File: src/vup_pkg.sv
package vup_pkg;

  // Command codes of CLEAR_FAULTS and of the settings held here
  localparam logic [7:0] CMD_CLEAR_FAULTS = 8'h03;
  localparam logic [7:0] CMD_VIN_UV_WARN = 8'h58;
  localparam logic [7:0] CMD_VIN_UV_FAULT = 8'h59;
  localparam logic [7:0] CMD_VIN_UV_ACTION = 8'h5A;
  localparam logic [7:0] CMD_PG_ON = 8'h5E;

  // Reset values; thresholds are overwritten from the straps after reset
  localparam logic [15:0] RST_VIN_UV_WARN = 16'h0000;
  localparam logic [15:0] RST_VIN_UV_FAULT = 16'h0000;
  localparam logic [7:0] RST_VIN_UV_ACTION = 8'h80;
  localparam logic [15:0] RST_PG_ON = 16'h0000;
  localparam logic [15:0] RST_RD_DATA = 16'h0000;

  // Fault action byte layout
  localparam int ACT_MODE_HI = 7;
  localparam int ACT_MODE_LO = 6;
  localparam int ACT_RETRY_HI = 5;
  localparam int ACT_RETRY_LO = 3;
  localparam logic [1:0] MODE_DISABLE_RETRY = 2'h2;
  localparam logic [1:0] MODE_WHILE_PRESENT = 2'h3;
  localparam logic [2:0] RETRY_NONE = 3'h0;
  localparam logic [2:0] RETRY_FOREVER = 3'h7;

  // Linear-11 layout
  localparam int L11_EXP_HI = 15;
  localparam int L11_EXP_LO = 11;
  localparam int L11_MAN_HI = 10;
  localparam int L11_MAN_LO = 0;
  localparam int FIX_FRAC = 8;
  localparam int FIX_W = 36;

  // Default scale factors, numerator over 1024
  localparam int SCALE_SHIFT = 10;
  localparam logic [10:0] WARN_SCALE = 11'h41F;
  localparam logic [10:0] PG_SCALE = 11'h39A;

  // Retry interval unit
  localparam int CLK_PERIOD_NS = 10;
  localparam int RETRY_UNIT_MS = 70;
  localparam int RETRY_CYCLES = RETRY_UNIT_MS * 1000000 / CLK_PERIOD_NS;

  typedef enum logic [1:0] {
    VUP_RUN,
    VUP_LATCHED_OFF,
    VUP_RETRY_WAIT,
    VUP_OFF_WHILE_FAULT
  } vup_resp_e;

endpackage

File: src/vup_uv_pg.sv
//Contract
//RULE_01 - Input UV fault stays active until input rises above the warning threshold.
//RULE_02 - Below warning threshold: set catch-all, input and UV warning status, alert host.
//RULE_03 - Warning threshold defaults to 1.03 times the strapped fault threshold.
//RULE_04 - Both input UV thresholds are two-byte writable protectable Linear-11 volts.
//RULE_05 - Fault threshold resets from the pin strap, not a constant.
//RULE_06 - Fault action is a writable byte resetting to 80h.
//RULE_07 - Action code 10 disables output then retries per bits 5:3; 00, 01 unused. Code retries only for 111; 001-110 latch off like 000.
//RULE_08 - Action code 11 disables output only while the fault persists, then resumes.
//RULE_09 - Any fault response pulls alert low and sets fault bit, cleared by CLEAR_FAULTS.
//RULE_10 - Retry code 000 means no restart until the fault is cleared.
//RULE_11 - Retry code 111 restarts forever until commanded off or another fault.
//RULE_12 - Restart attempts are spaced in units of 70 ms.
//RULE_13 - Action bits 2:0 have no effect.
//RULE_14 - Power good asserts when output exceeds the power-good-on threshold.
//RULE_15 - Power good deasserts only below the output UV fault limit.
//RULE_16 - Host must program power-good-on above the output UV fault limit.
//RULE_17 - Power-good-on is a two-byte writable protectable unsigned Linear-16 value.
//RULE_18 - Power-good-on resets to 0.9 times the strapped output voltage command.
//RULE_19 - Each new measurement updates warning, fault and power-good state that cycle.
`timescale 1ns/1ps

module vup_uv_pg import vup_pkg::*; #(
  parameter int unsigned RETRY_WAIT_CYCLES = RETRY_CYCLES
) (
  input wire logic clk,
  input wire logic resetn,
  input wire logic [7:0] cmd_code,
  input wire logic cmd_wr,
  input wire logic cmd_rd,
  input wire logic [15:0] cmd_wdata,
  input wire logic write_protect,
  input wire logic [15:0] strap_uv_fault,
  input wire logic [15:0] strap_vout_cmd,
  input wire logic [15:0] vin_meas,
  input wire logic vin_valid,
  input wire logic [15:0] vout_meas,
  input wire logic vout_valid,
  input wire logic [15:0] vout_uv_limit,
  input wire logic on_cmd,
  input wire logic other_fault,
  output logic [15:0] rd_data_q,
  output logic rd_ack_q,
  output logic output_en_q,
  output logic power_good_q,
  output logic alert_line_n_q,
  output logic stat_none_q,
  output logic stat_input_q,
  output logic stat_vin_uv_warn_q,
  output logic stat_vin_uv_fault_q,
  output logic uv_fault_active_q,
  output logic uv_warn_active_q
);

  logic [15:0] warn_thr_q;
  logic [15:0] fault_thr_q;
  logic [7:0] action_q;
  logic [15:0] pg_on_q;
  logic strap_load_q;
  vup_resp_e resp_q;
  vup_resp_e resp_d;
  logic [31:0] retry_cnt_q;

  logic [15:0] warn_default;
  logic [26:0] pg_prod;
  logic signed [FIX_W-1:0] vin_fix;
  logic signed [FIX_W-1:0] warn_fix;
  logic signed [FIX_W-1:0] fault_fix;
  logic vin_below_warn;
  logic vin_below_fault;
  logic vin_above_warn;
  logic fault_active_d;
  logic warn_event;
  logic fault_event;
  logic clear_faults;
  logic wr_ok;
  logic none_d;
  logic input_d;
  logic warn_bit_d;
  logic fault_bit_d;
  logic [1:0] act_mode;
  logic [2:0] act_retry;
  logic retry_done;

  vup_l11_scale u_warn_scale (
    .l11_in(strap_uv_fault),
    .factor(WARN_SCALE),
    .l11_out(warn_default)
  );

  vup_l11_fix u_vin_fix (
    .l11(vin_meas),
    .fix(vin_fix)
  );

  vup_l11_fix u_warn_fix (
    .l11(warn_thr_q),
    .fix(warn_fix)
  );

  vup_l11_fix u_fault_fix (
    .l11(fault_thr_q),
    .fix(fault_fix)
  );

  assign pg_prod = strap_vout_cmd * PG_SCALE;

  // Write protection blocks all setting writes but never CLEAR_FAULTS
  assign wr_ok = cmd_wr && !write_protect;
  assign clear_faults = cmd_wr && (cmd_code == CMD_CLEAR_FAULTS);

  // Straps are sampled on the first edge after reset release
  always_ff @(posedge clk or negedge resetn) begin
    if (!resetn) begin
      strap_load_q <= 1'b1;
    end else begin
      strap_load_q <= 1'b0;
    end
  end

  always_ff @(posedge clk or negedge resetn) begin
    if (!resetn) begin
      fault_thr_q <= RST_VIN_UV_FAULT;
    end else if (strap_load_q) begin
      fault_thr_q <= strap_uv_fault; // see RULE_05
    end else if (wr_ok && cmd_code == CMD_VIN_UV_FAULT) begin
      fault_thr_q <= cmd_wdata; // see RULE_04
    end
  end

  // Default tracks the strapped fault limit, not a later written one
  always_ff @(posedge clk or negedge resetn) begin
    if (!resetn) begin
      warn_thr_q <= RST_VIN_UV_WARN;
    end else if (strap_load_q) begin
      warn_thr_q <= warn_default; // see RULE_03
    end else if (wr_ok && cmd_code == CMD_VIN_UV_WARN) begin
      warn_thr_q <= cmd_wdata; // see RULE_04
    end
  end

  always_ff @(posedge clk or negedge resetn) begin
    if (!resetn) begin
      action_q <= RST_VIN_UV_ACTION; // see RULE_06
    end else if (wr_ok && cmd_code == CMD_VIN_UV_ACTION) begin
      action_q <= cmd_wdata[7:0]; // see RULE_06
    end
  end

  always_ff @(posedge clk or negedge resetn) begin
    if (!resetn) begin
      pg_on_q <= RST_PG_ON;
    end else if (strap_load_q) begin
      pg_on_q <= pg_prod[SCALE_SHIFT+15:SCALE_SHIFT]; // see RULE_18
    end else if (wr_ok && cmd_code == CMD_PG_ON) begin
      pg_on_q <= cmd_wdata; // see RULE_17
    end
  end

  // Read port: one cycle latency, unmapped codes read zero
  always_ff @(posedge clk or negedge resetn) begin
    if (!resetn) begin
      rd_ack_q <= 1'b0;
    end else begin
      rd_ack_q <= cmd_rd;
    end
  end

  always_ff @(posedge clk or negedge resetn) begin
    if (!resetn) begin
      rd_data_q <= RST_RD_DATA;
    end else if (cmd_rd) begin
      unique case (cmd_code)
        CMD_VIN_UV_WARN: rd_data_q <= warn_thr_q;
        CMD_VIN_UV_FAULT: rd_data_q <= fault_thr_q;
        CMD_VIN_UV_ACTION: rd_data_q <= {8'h00, action_q};
        CMD_PG_ON: rd_data_q <= pg_on_q;
        default: rd_data_q <= RST_RD_DATA;
      endcase
    end
  end

  // Comparisons act only on a fresh sample
  always_comb begin
    vin_below_warn = vin_fix < warn_fix;
    vin_below_fault = vin_fix < fault_fix;
    vin_above_warn = vin_fix > warn_fix;
    warn_event = vin_valid && vin_below_warn; // see RULE_19
    fault_event = vin_valid && vin_below_fault; // see RULE_19
    fault_active_d = uv_fault_active_q;
    if (fault_event) begin
      fault_active_d = 1'b1;
    end else if (vin_valid && vin_above_warn) begin
      fault_active_d = 1'b0; // see RULE_01
    end
  end

  always_ff @(posedge clk or negedge resetn) begin
    if (!resetn) begin
      uv_fault_active_q <= 1'b0;
    end else begin
      uv_fault_active_q <= fault_active_d; // see RULE_01
    end
  end

  always_ff @(posedge clk or negedge resetn) begin
    if (!resetn) begin
      uv_warn_active_q <= 1'b0;
    end else if (vin_valid) begin
      uv_warn_active_q <= vin_below_warn; // see RULE_19
    end
  end

  // Sticky status; a new event in the clearing cycle wins
  always_comb begin
    none_d = stat_none_q;
    input_d = stat_input_q;
    warn_bit_d = stat_vin_uv_warn_q;
    fault_bit_d = stat_vin_uv_fault_q;
    if (clear_faults) begin
      none_d = 1'b0;
      input_d = 1'b0;
      warn_bit_d = 1'b0;
      fault_bit_d = 1'b0; // see RULE_09
    end
    if (warn_event || fault_event) begin
      none_d = 1'b1; // see RULE_02
      input_d = 1'b1; // see RULE_02
    end
    if (warn_event) begin
      warn_bit_d = 1'b1; // see RULE_02
    end
    if (fault_event) begin
      fault_bit_d = 1'b1; // see RULE_09
    end
  end

  always_ff @(posedge clk or negedge resetn) begin
    if (!resetn) begin
      stat_none_q <= 1'b0;
      stat_input_q <= 1'b0;
      stat_vin_uv_warn_q <= 1'b0;
      stat_vin_uv_fault_q <= 1'b0;
    end else begin
      stat_none_q <= none_d;
      stat_input_q <= input_d;
      stat_vin_uv_warn_q <= warn_bit_d;
      stat_vin_uv_fault_q <= fault_bit_d;
    end
  end

  // Alert follows the sticky bits, so it releases only on clearing
  always_ff @(posedge clk or negedge resetn) begin
    if (!resetn) begin
      alert_line_n_q <= 1'b1;
    end else begin
      alert_line_n_q <= !(none_d || input_d || warn_bit_d || fault_bit_d); // see RULE_02 RULE_09
    end
  end

  // Bits 2:0 are never decoded
  assign act_mode = action_q[ACT_MODE_HI:ACT_MODE_LO]; // see RULE_13
  assign act_retry = action_q[ACT_RETRY_HI:ACT_RETRY_LO];
  assign retry_done = retry_cnt_q >= (RETRY_WAIT_CYCLES - 32'h1);

  // Fault response sequencer
  always_comb begin
    resp_d = resp_q;
    unique case (resp_q)
      VUP_RUN: begin
        if (fault_event && act_mode == MODE_DISABLE_RETRY) begin
          if (act_retry == RETRY_FOREVER) begin
            resp_d = VUP_RETRY_WAIT; // see RULE_07
          end else begin
            // Unused retry codes behave as no retry
            resp_d = VUP_LATCHED_OFF; // see RULE_10
          end
        end else if (fault_event && act_mode == MODE_WHILE_PRESENT) begin
          resp_d = VUP_OFF_WHILE_FAULT; // see RULE_08
        end
      end
      VUP_LATCHED_OFF: begin
        if (clear_faults || !on_cmd) begin
          resp_d = VUP_RUN; // see RULE_10
        end
      end
      VUP_RETRY_WAIT: begin
        if (!on_cmd || other_fault) begin
          resp_d = VUP_LATCHED_OFF; // see RULE_11
        end else if (retry_done) begin
          // Restart without rechecking the input
          resp_d = VUP_RUN; // see RULE_11
        end
      end
      VUP_OFF_WHILE_FAULT: begin
        if (!fault_active_d) begin
          resp_d = VUP_RUN; // see RULE_08
        end
      end
    endcase
  end

  always_ff @(posedge clk or negedge resetn) begin
    if (!resetn) begin
      resp_q <= VUP_RUN;
    end else begin
      resp_q <= resp_d;
    end
  end

  // One interval unit between attempts; bits 2:0 hold no multiplier
  always_ff @(posedge clk or negedge resetn) begin
    if (!resetn) begin
      retry_cnt_q <= 32'h0;
    end else if (resp_q == VUP_RETRY_WAIT && !retry_done) begin
      retry_cnt_q <= retry_cnt_q + 32'h1; // see RULE_12
    end else begin
      retry_cnt_q <= 32'h0;
    end
  end

  always_ff @(posedge clk or negedge resetn) begin
    if (!resetn) begin
      output_en_q <= 1'b0;
    end else begin
      output_en_q <= on_cmd && !other_fault && resp_d == VUP_RUN; // see RULE_07 RULE_08
    end
  end

  // Hysteresis relies on the host keeping the on threshold above the UV limit
  always_ff @(posedge clk or negedge resetn) begin
    if (!resetn) begin
      power_good_q <= 1'b0;
    end else if (vout_valid) begin
      if (vout_meas < vout_uv_limit) begin
        power_good_q <= 1'b0; // see RULE_15 RULE_16
      end else if (vout_meas > pg_on_q) begin
        power_good_q <= 1'b1; // see RULE_14 RULE_19
      end
    end
  end

endmodule

File: src/vup_l11_fix.sv
`timescale 1ns/1ps

// Linear-11 word to signed fixed point with FIX_FRAC fractional bits
module vup_l11_fix import vup_pkg::*; (
  input wire logic [15:0] l11,
  output logic signed [FIX_W-1:0] fix
);

  logic signed [4:0] exp_n;
  logic signed [FIX_W-1:0] base;

  always_comb begin
    exp_n = l11[L11_EXP_HI:L11_EXP_LO];
    base = FIX_W'(signed'(l11[L11_MAN_HI:L11_MAN_LO])) <<< FIX_FRAC;
    if (exp_n >= 0) begin
      fix = base <<< exp_n;
    end else begin
      fix = base >>> (-exp_n);
    end
  end

endmodule

File: src/vup_l11_scale.sv
`timescale 1ns/1ps

// Scales a Linear-11 value by factor/1024, keeping it in Linear-11 form
module vup_l11_scale import vup_pkg::*; (
  input wire logic [15:0] l11_in,
  input wire logic [10:0] factor,
  output logic [15:0] l11_out
);

  logic signed [22:0] prod;
  logic signed [12:0] scaled;
  logic [4:0] exp_n;

  always_comb begin
    prod = 23'(signed'(l11_in[L11_MAN_HI:L11_MAN_LO])) * signed'({1'b0, factor});
    scaled = prod[SCALE_SHIFT+12:SCALE_SHIFT];
    exp_n = l11_in[L11_EXP_HI:L11_EXP_LO];
    // Mantissa overflow trades one bit of resolution for a larger exponent
    if (scaled[12:10] == 3'h0 || scaled[12:10] == 3'h7) begin
      l11_out = {exp_n, scaled[10:0]};
    end else begin
      l11_out = {5'(exp_n + 5'h01), scaled[11:1]};
    end
  end

endmodule

File: config.mk
export PLATFORM = sky130hd
export DESIGN_NAME = vup_uv_pg
export DESIGN_NICKNAME = d
export VERILOG_FILES = /design/src/vup_pkg.sv /design/src/vup_uv_pg.sv /design/src/vup_l11_fix.sv /design/src/vup_l11_scale.sv
export SDC_FILE = /design/constraint.sdc
export NUM_CORES = 1
export LEC_CHECK = 0
export BUFFER_PORTS_ARGS = -buffer_cell sky130_fd_sc_hd__buf_2
export CAP_MARGIN = 15
export CORE_MARGIN = 1.5
export CORE_UTILIZATION = 55
export CTS_BUF_LIST = sky130_fd_sc_hd__clkbuf_2
export CTS_CLUSTER_DIAMETER = 50
export CTS_CLUSTER_SIZE = 10
export DETAILED_ROUTE_END_ITERATION = 8
export PLACE_DENSITY = 0.76
export SLEW_MARGIN = 20
export SYNTH_ARGS = -nofsm -noshare
export SYNTH_HDL_FRONTEND = slang
export SYNTH_SLANG_ARGS = --single-unit
export TNS_END_PERCENT = 1
File: constraint.sdc
create_clock -name clk -period 8.1 [get_ports clk]
set_input_delay 0.405 -clock clk [delete_from_list [all_inputs] [get_ports clk]]
set_output_delay 0.405 -clock clk [all_outputs]
set_load 0.1 [all_outputs]
==> run_results.csv, run 1 <==
group,metric,value,unit
route,vias,16200,
finish,syn_to_final_growth,8.38,%
synth,synth_top_area_share,18.0,%
flow_run,maxCapViolations,0,
route,via_per_inst,6.22,
outcome,status,"finished, final reports clean",
clocking,cts_root_buffer,"clkbuf_2",
critical_path,end_kind,"register",
synth,netlist_area,0.0174,sq mm
sta,worst_pin_slew,1060,ps
route,wl_per_cell,19.3,um
synth,async_reset_ff_share,100,%
sta,clock_skew,39.6,ps
critical_path,crit_path_max_incr_delay,1020,ps
sta,hold_violations,0,
route,routed_wl,50300,um
floorplanning,start_util,56.3,%
floorplanning,rows,64,
synth,yosysTopAreaCell,"ha_1",
grt,grt_max_degree,85,
synth,avgSynthCellArea,8.35,sq um
grt,gr-usage-met3,4.58,%
clocking,cts.clk_slew.worst_paths,170,ps
synth,syn_inst,2087,
placed_design,dpl.hpwl,39600,um
sta,max_freq,0.167,GHz
critical_path,path_cells,"inv_1, ha_1, and2_1, ha_1, inv_1, nand2_1, nor2_1, a211oi_1, ha_1, nand4_1, nor4_1, nand3_1, o31a_1, and2_0, and3_1, o31ai_1, nand3_1, and3_1",
placed_design,place_congestion,0.950,
grt,met2_usage,51.1,%
finish,regArea,0.00293,sq mm
clocking,cts_sinks,117,
sta,hold-worst-slack,87.4,ps
power,power.total,3.80,mW
sta,slew_headroom,29.2,%
power,switching_share,51.2,%
critical_path,cp-start-kind,"register",
critical_path,crit_type,"register to register",
power,p_sw,1.95,mW
grt,grt_pass1_wl,81500,um
grt,grt.overflow.total,0,
synth,netlist-cell-type-count,90,
finish,final_common_cell,"ha_1",
floorplanning,die-area,0.0327,sq mm
synth,yosysSeqAreaShare,16.8,%
critical_path,cp_slowest_cell,"dfrtp_1",
synth,postSynth.topFlopCell,"dfrtp_1",
synth,synth_seq_cells,117,
route,postRouteAntennaNets,0,
finish,drive_gt1_share,12.3,%
finish,multi_input_area,0.0134,sq mm
clocking,cts_buffers,17,
critical_path,arrival,6600,ps
synth,yosysWarnings,0,
finish,fill_cells,2702,
floorplanning,core_area,0.0309,sq mm
clocking,h-tree-depth,4,
clocking,cts_buffer_depth,2,
floorplanning,fp.dieH,181,um
critical_path,path_buf_inv,2,
sta,finalWorstSetupSlack,2100,ps
power,powerDensity,201,mW/mm^2
synth,ys_top_cells_by_area,"ha_1 18%, dfrtp_1 16%, fa_1 8.0%",
critical_path,crit_path_start,"warn_thr_q[11]",
floorplanning,pin_count,139,
route,drtPass1Iterations,8,
route,route.detailed.drc,0,
placed_design,port_buffers,138,
hold_path,worst_hold_path_type,"input port to register",
clocking,clock_latency,730,ps
grt,grt_pass1_vias,15700,
critical_path,r2r-start,"warn_thr_q[11]",
power,comb_power_share,69.4,%
sta,final.min_clock_period,6000,ps
clocking,cts_tree,"done",
critical_path,cpMostUsedCell,"ha_1",
placed_design,dp_worst_setup_slack,2170,ps
finish,layout_common_cells,"251 x ha_1, 184 x a21oi_1, 172 x inv_1",
critical_path,crit_required,8700,ps
finish,fin_util,61.1,%
route,drt-initial-drc-count,1453,
sta,slew_viol_final,0,
critical_path,crit_family,"simple AND/OR/NAND/NOR gates",
power,clockPowerShare,7.9,%
grt,grt.busiest_layer,"met2",
sta,setup_viol,0,
sta,period_share,74.1,%
hold_path,min_from,"cmd_wdata[12]",
power,ir_drop,0.160,mV
sta,tns,0,ps
grt,antenna_found_initial,3,
synth,synth_edf_count,0,
power,p_leak,9.16,nW
floorplanning,die_w,181,um
finish,fin_nets,2628,
sta,rsz0062_at_grt,"no",
power,pwr-share-seq,22.6,%
critical_path,critPathMaxFanout,29,
clocking,ctsResizeCount,0,
grt,grt_util_met1,41.4,%
power,cellInternalPower,1.85,mW
grt,grt.total_usage,30.9,%
-- per-stage QoR --
stage	area (sq um)	std cells
2_1_floorplan	17500	2096
3_3_place_gp	18200	2526
3_5_place_dp	18200	2526
4_1_cts	18900	2603
5_1_grt	18900	2606
6_report	18900	2606
-- area by class of cell --
class / count / share of cell area [%]
clock buffers: 23 / 0.610
multi-input cells: 1695 / 71.2
clock inverters: 9 / 0.205
inverters: 173 / 3.44
well taps: 396 / 2.62
diodes: 3 / 0.0398
repair buffers: 190 / 6.34
flip-flops and latches: 117 / 15.5
-- path summary, 6_finish.rpt --
check	endpoint	slack, ps	depth (start not counted)
worst max-delay path	output_en_q	2100	18
worst min-delay path	warn_thr_q[12]	90	3
worst max register to register	output_en_q	2100	18
worst min register to register	retry_cnt_q[22]	530	2
max in group asynchronous	warn_thr_q[9]	6510	3
min in group asynchronous	uv_warn_active_q	200	2
-- kinds of logic (layout without fill, tap and decap cells) --
| kind of cell | count (synthesis) | count (layout) | synth area share (%) |
|---|---|---|---|
| AO/OA/AOI/OAI | 594 | 594 | 21.6 |
| buffers and inverters | 284 | 395 | 6.27 |
| other | 1 | 13 | 0.0215 |
| adder cells (fa/ha/maj) | 321 | 321 | 26.1 |
| flip-flops | 117 | 117 | 16.8 |
| multiplexers | 170 | 170 | 11.5 |
| AND/OR/NAND/NOR | 545 | 545 | 14.9 |
| XOR/XNOR | 55 | 55 | 2.81 |
-- cell usage after synthesis, drive strengths merged, types with 33 or more instances --
| library cell | instances |
|---|---|
| nor2b | 33 |
| dfrtp | 114 |
| nor2 | 168 |
| a211oi | 35 |
| clkbuf | 88 |
| a21o | 45 |
| mux2i | 110 |
| inv | 173 |
| nand2 | 154 |
| a21oi | 186 |
| a31oi | 36 |
| nand3 | 50 |
| fa | 70 |
| o21ai | 135 |
| mux2 | 40 |
| ha | 251 |
-- repair_timing --
action / CTS / global route
buffers inserted: 0 / 0
endpoints found under the hold margin: 89 / 0
endpoints found under the setup margin: 0 / 0
hold buffers: 45 / 0
-- flip-flops by register name, indices dropped and copies added, names as in the netlist, 2 cells and up --
register / flops
warn_thr_q: 16
resp_q: 2
action_q: 8
retry_cnt_q: 32
pg_on_q: 16
rd_data_q: 16
fault_thr_q: 16
-- tightest hold or removal path, cell delays in order --
cell and delay, ps:
buf_2 140, a211oi_1 80, a31oi_1 130
-- routing by layer --
metal,routed length [um],vias up,part of all wire (%)
met5,0,-,0
met4,1580,0,3.1
met1,22100,7719,44
met2,23400,639,46
li1,-,7741,-
met3,3220,103,6.4
-- power by group through the flow --
stage               combinational (mW)  clock (mW)  sequential (mW)
global placement                  2.49           0            0.860
finish                            2.64       0.301            0.861
global route                      2.96       0.333            0.868
floorplan                         1.96           0            0.786
detailed placement                2.57           0            0.861
CTS                               2.61       0.307            0.850
Power figures use the tool's default switching activity.
==> run 2: changes to the inputs <==
PLACE_DENSITY = 0.79   (was 0.76)
clock period = 5.4 ns   (was 8.1 ns; I/O delays follow)
==> run 2 against run 1 <==
Effect of this change: cell count increased by 1.2%; sequential power rose by 46%; routed wire length rose by 2.2%; register-to-register slack lost 1700 ps; first-iteration DRC count grew 15%; clock skew grew 5.4 ps; highest routed layer unchanged; critical path depth increased by 3.
==> run_results.csv, run 2 (synthesis gave the netlist of run 1 again) <==
group,metric,value,unit
critical_path,r2r-start,"warn_thr_q[12]",
grt,grt_pass1_vias,15900,
route,routed_wl,51400,um
critical_path,cp-start-kind,"input port",
placed_design,place_congestion,1.03,
floorplanning,die-area,0.0327,sq mm
sta,rsz0062_at_grt,"no",
floorplanning,die_w,181,um
route,vias,16600,
sta,slew_viol_final,0,
finish,fin_nets,2660,
power,powerDensity,313,mW/mm^2
critical_path,crit_required,6050,ps
critical_path,r2r_cells,16,
clocking,cts_sinks,117,
grt,grt_max_degree,85,
sta,worst_pin_slew,966,ps
placed_design,port_buffers,138,
hold_path,hold_depth,4,
sta,period_share,97.4,%
clocking,cts_buffers,17,
flow_run,maxCapViolations,0,
sta,max_freq,0.190,GHz
sta,setup_viol,0,
sta,tns,0,ps
critical_path,end_kind,"register",
floorplanning,pin_count,139,
route,postRouteAntennaNets,0,
sta,final.min_clock_period,5260,ps
finish,drive_gt1_share,13.7,%
hold_path,min_from,"vout_meas[13]",
clocking,clock_latency,720,ps
power,ir_drop,0.227,mV
finish,largest_register,"retry_cnt_q",
finish,fin_util,62.3,%
finish,syn_to_final_growth,10.6,%
critical_path,crit_path_start,"strap_uv_fault[8]",
route,via_per_inst,6.30,
floorplanning,rows,64,
route,wl_per_cell,19.5,um
route,drt-initial-drc-count,1664,
floorplanning,fp.dieH,181,um
sta,slew_headroom,35.5,%
clocking,cts_buffer_depth,2,
floorplanning,core_area,0.0309,sq mm
placed_design,dpl.hpwl,40300,um
outcome,status,"finished, final reports clean",
critical_path,critPathMaxFanout,7,
power,p_leak,9.35,nW
critical_path,arrival,5910,ps
clocking,cts_tree,"done",
critical_path,crit_type,"input port to register",
finish,final_common_cell,"ha_1",
grt,grt.total_usage,31.1,%
grt,grt.overflow.total,0,
route,drtPass1Iterations,7,
finish,fill_cells,2580,
clocking,cts_root_buffer,"clkbuf_2",
placed_design,postPlaceCellArea,0.0185,sq mm
clocking,h-tree-depth,4,
finish,finalInstanceArea,0.0193,sq mm
hold_path,worst_hold_path_type,"input port to register",
clocking,cts.clk_slew.worst_paths,200,ps
finish,layout_common_cells,"249 x ha_1, 184 x a21oi_1, 172 x inv_1",
grt,grt_pass1_wl,82600,um
grt,antenna_found_initial,1,
sta,clock_skew,45.0,ps
finish,largest_register_ff_count,32,
floorplanning,start_util,56.3,%
route,route.detailed.drc,0,
sta,hold_violations,0,
run 2: final cells by class:
type | count | area [sq um] | area share, %
Antenna cell | 1 | 2.50 | 0.0130
Clock buffer | 17 | 85.1 | 0.442
Clock inverter | 15 | 201 | 1.05
Inverter | 173 | 649 | 3.37
Multi-Input combinational cell | 1695 | 13500 | 69.9
Sequential cell | 117 | 2930 | 15.2
Tap cell | 396 | 495 | 2.57
Timing Repair Buffer | 222 | 1440 | 7.46
run 2: repair_timing:
action | in CTS | in global routing
endpoints found under the setup margin | 0 | 1
hold endpoints to repair | 144 | 0
hold buffers | 45 | 0
gates resized for setup | 0 | 5
setup buffers | 0 | 4
run 2: final timing paths:
kind	to	slack (ps)
min in group asynchronous	retry_cnt_q[8]	170
hold / removal	power_good_q	100
setup reg to reg	output_en_q	370
hold reg to reg	stat_vin_uv_warn_q	540
max in group asynchronous	fault_thr_q[14]	4020
setup / recovery	warn_thr_q[15]	140
run 2: layer usage:
metal	vias up	part of all wire, %	global-route usage, %	routed length, um
li1	7799	-	-	-
met1	7947	42	41.2	21500
met2	709	47	51.6	24300
met3	145	7.6	4.82	3910
met4	0	3.5	11.3	1820
met5	-	0	0	0
run 2: metrics by stage:
step	setup slack (ps)	hold WS (ps)	total power [mW]	std cells
detailed placement	221	444	5.17	2554
CTS	63.0	46.4	5.91	2631
global placement	310	436	5.04	2554
finish	139	97.5	6.02	2636
global route	0.0786	59.3	6.54	2636
floorplan	402	-25.6	4.12	2096
run 2: critical path: stages:
cell and delay, ps:
dlygate4sd3_1 540, buf_2 170, inv_1 120, ha_4 140, inv_1 80, ha_1 220, a21o_1 180, fa_1 490
fa_1 450, fa_1 420, ha_2 330, a21oi_1 170, nor2_1 90, a211oi_4 300, nor3_2 120, o311a_1 340
o21ai_4 200, nand4_4 170, or3_1 380, a31oi_1 170, dlygate4sd3_1 560
run 2: power by group:
part | switching (mW) | internal (mW)
Combinational | 2.37 | 1.70
Clock | 0.375 | 0.309
Sequential | 0.259 | 1.01
Total | 3.00 | 3.02
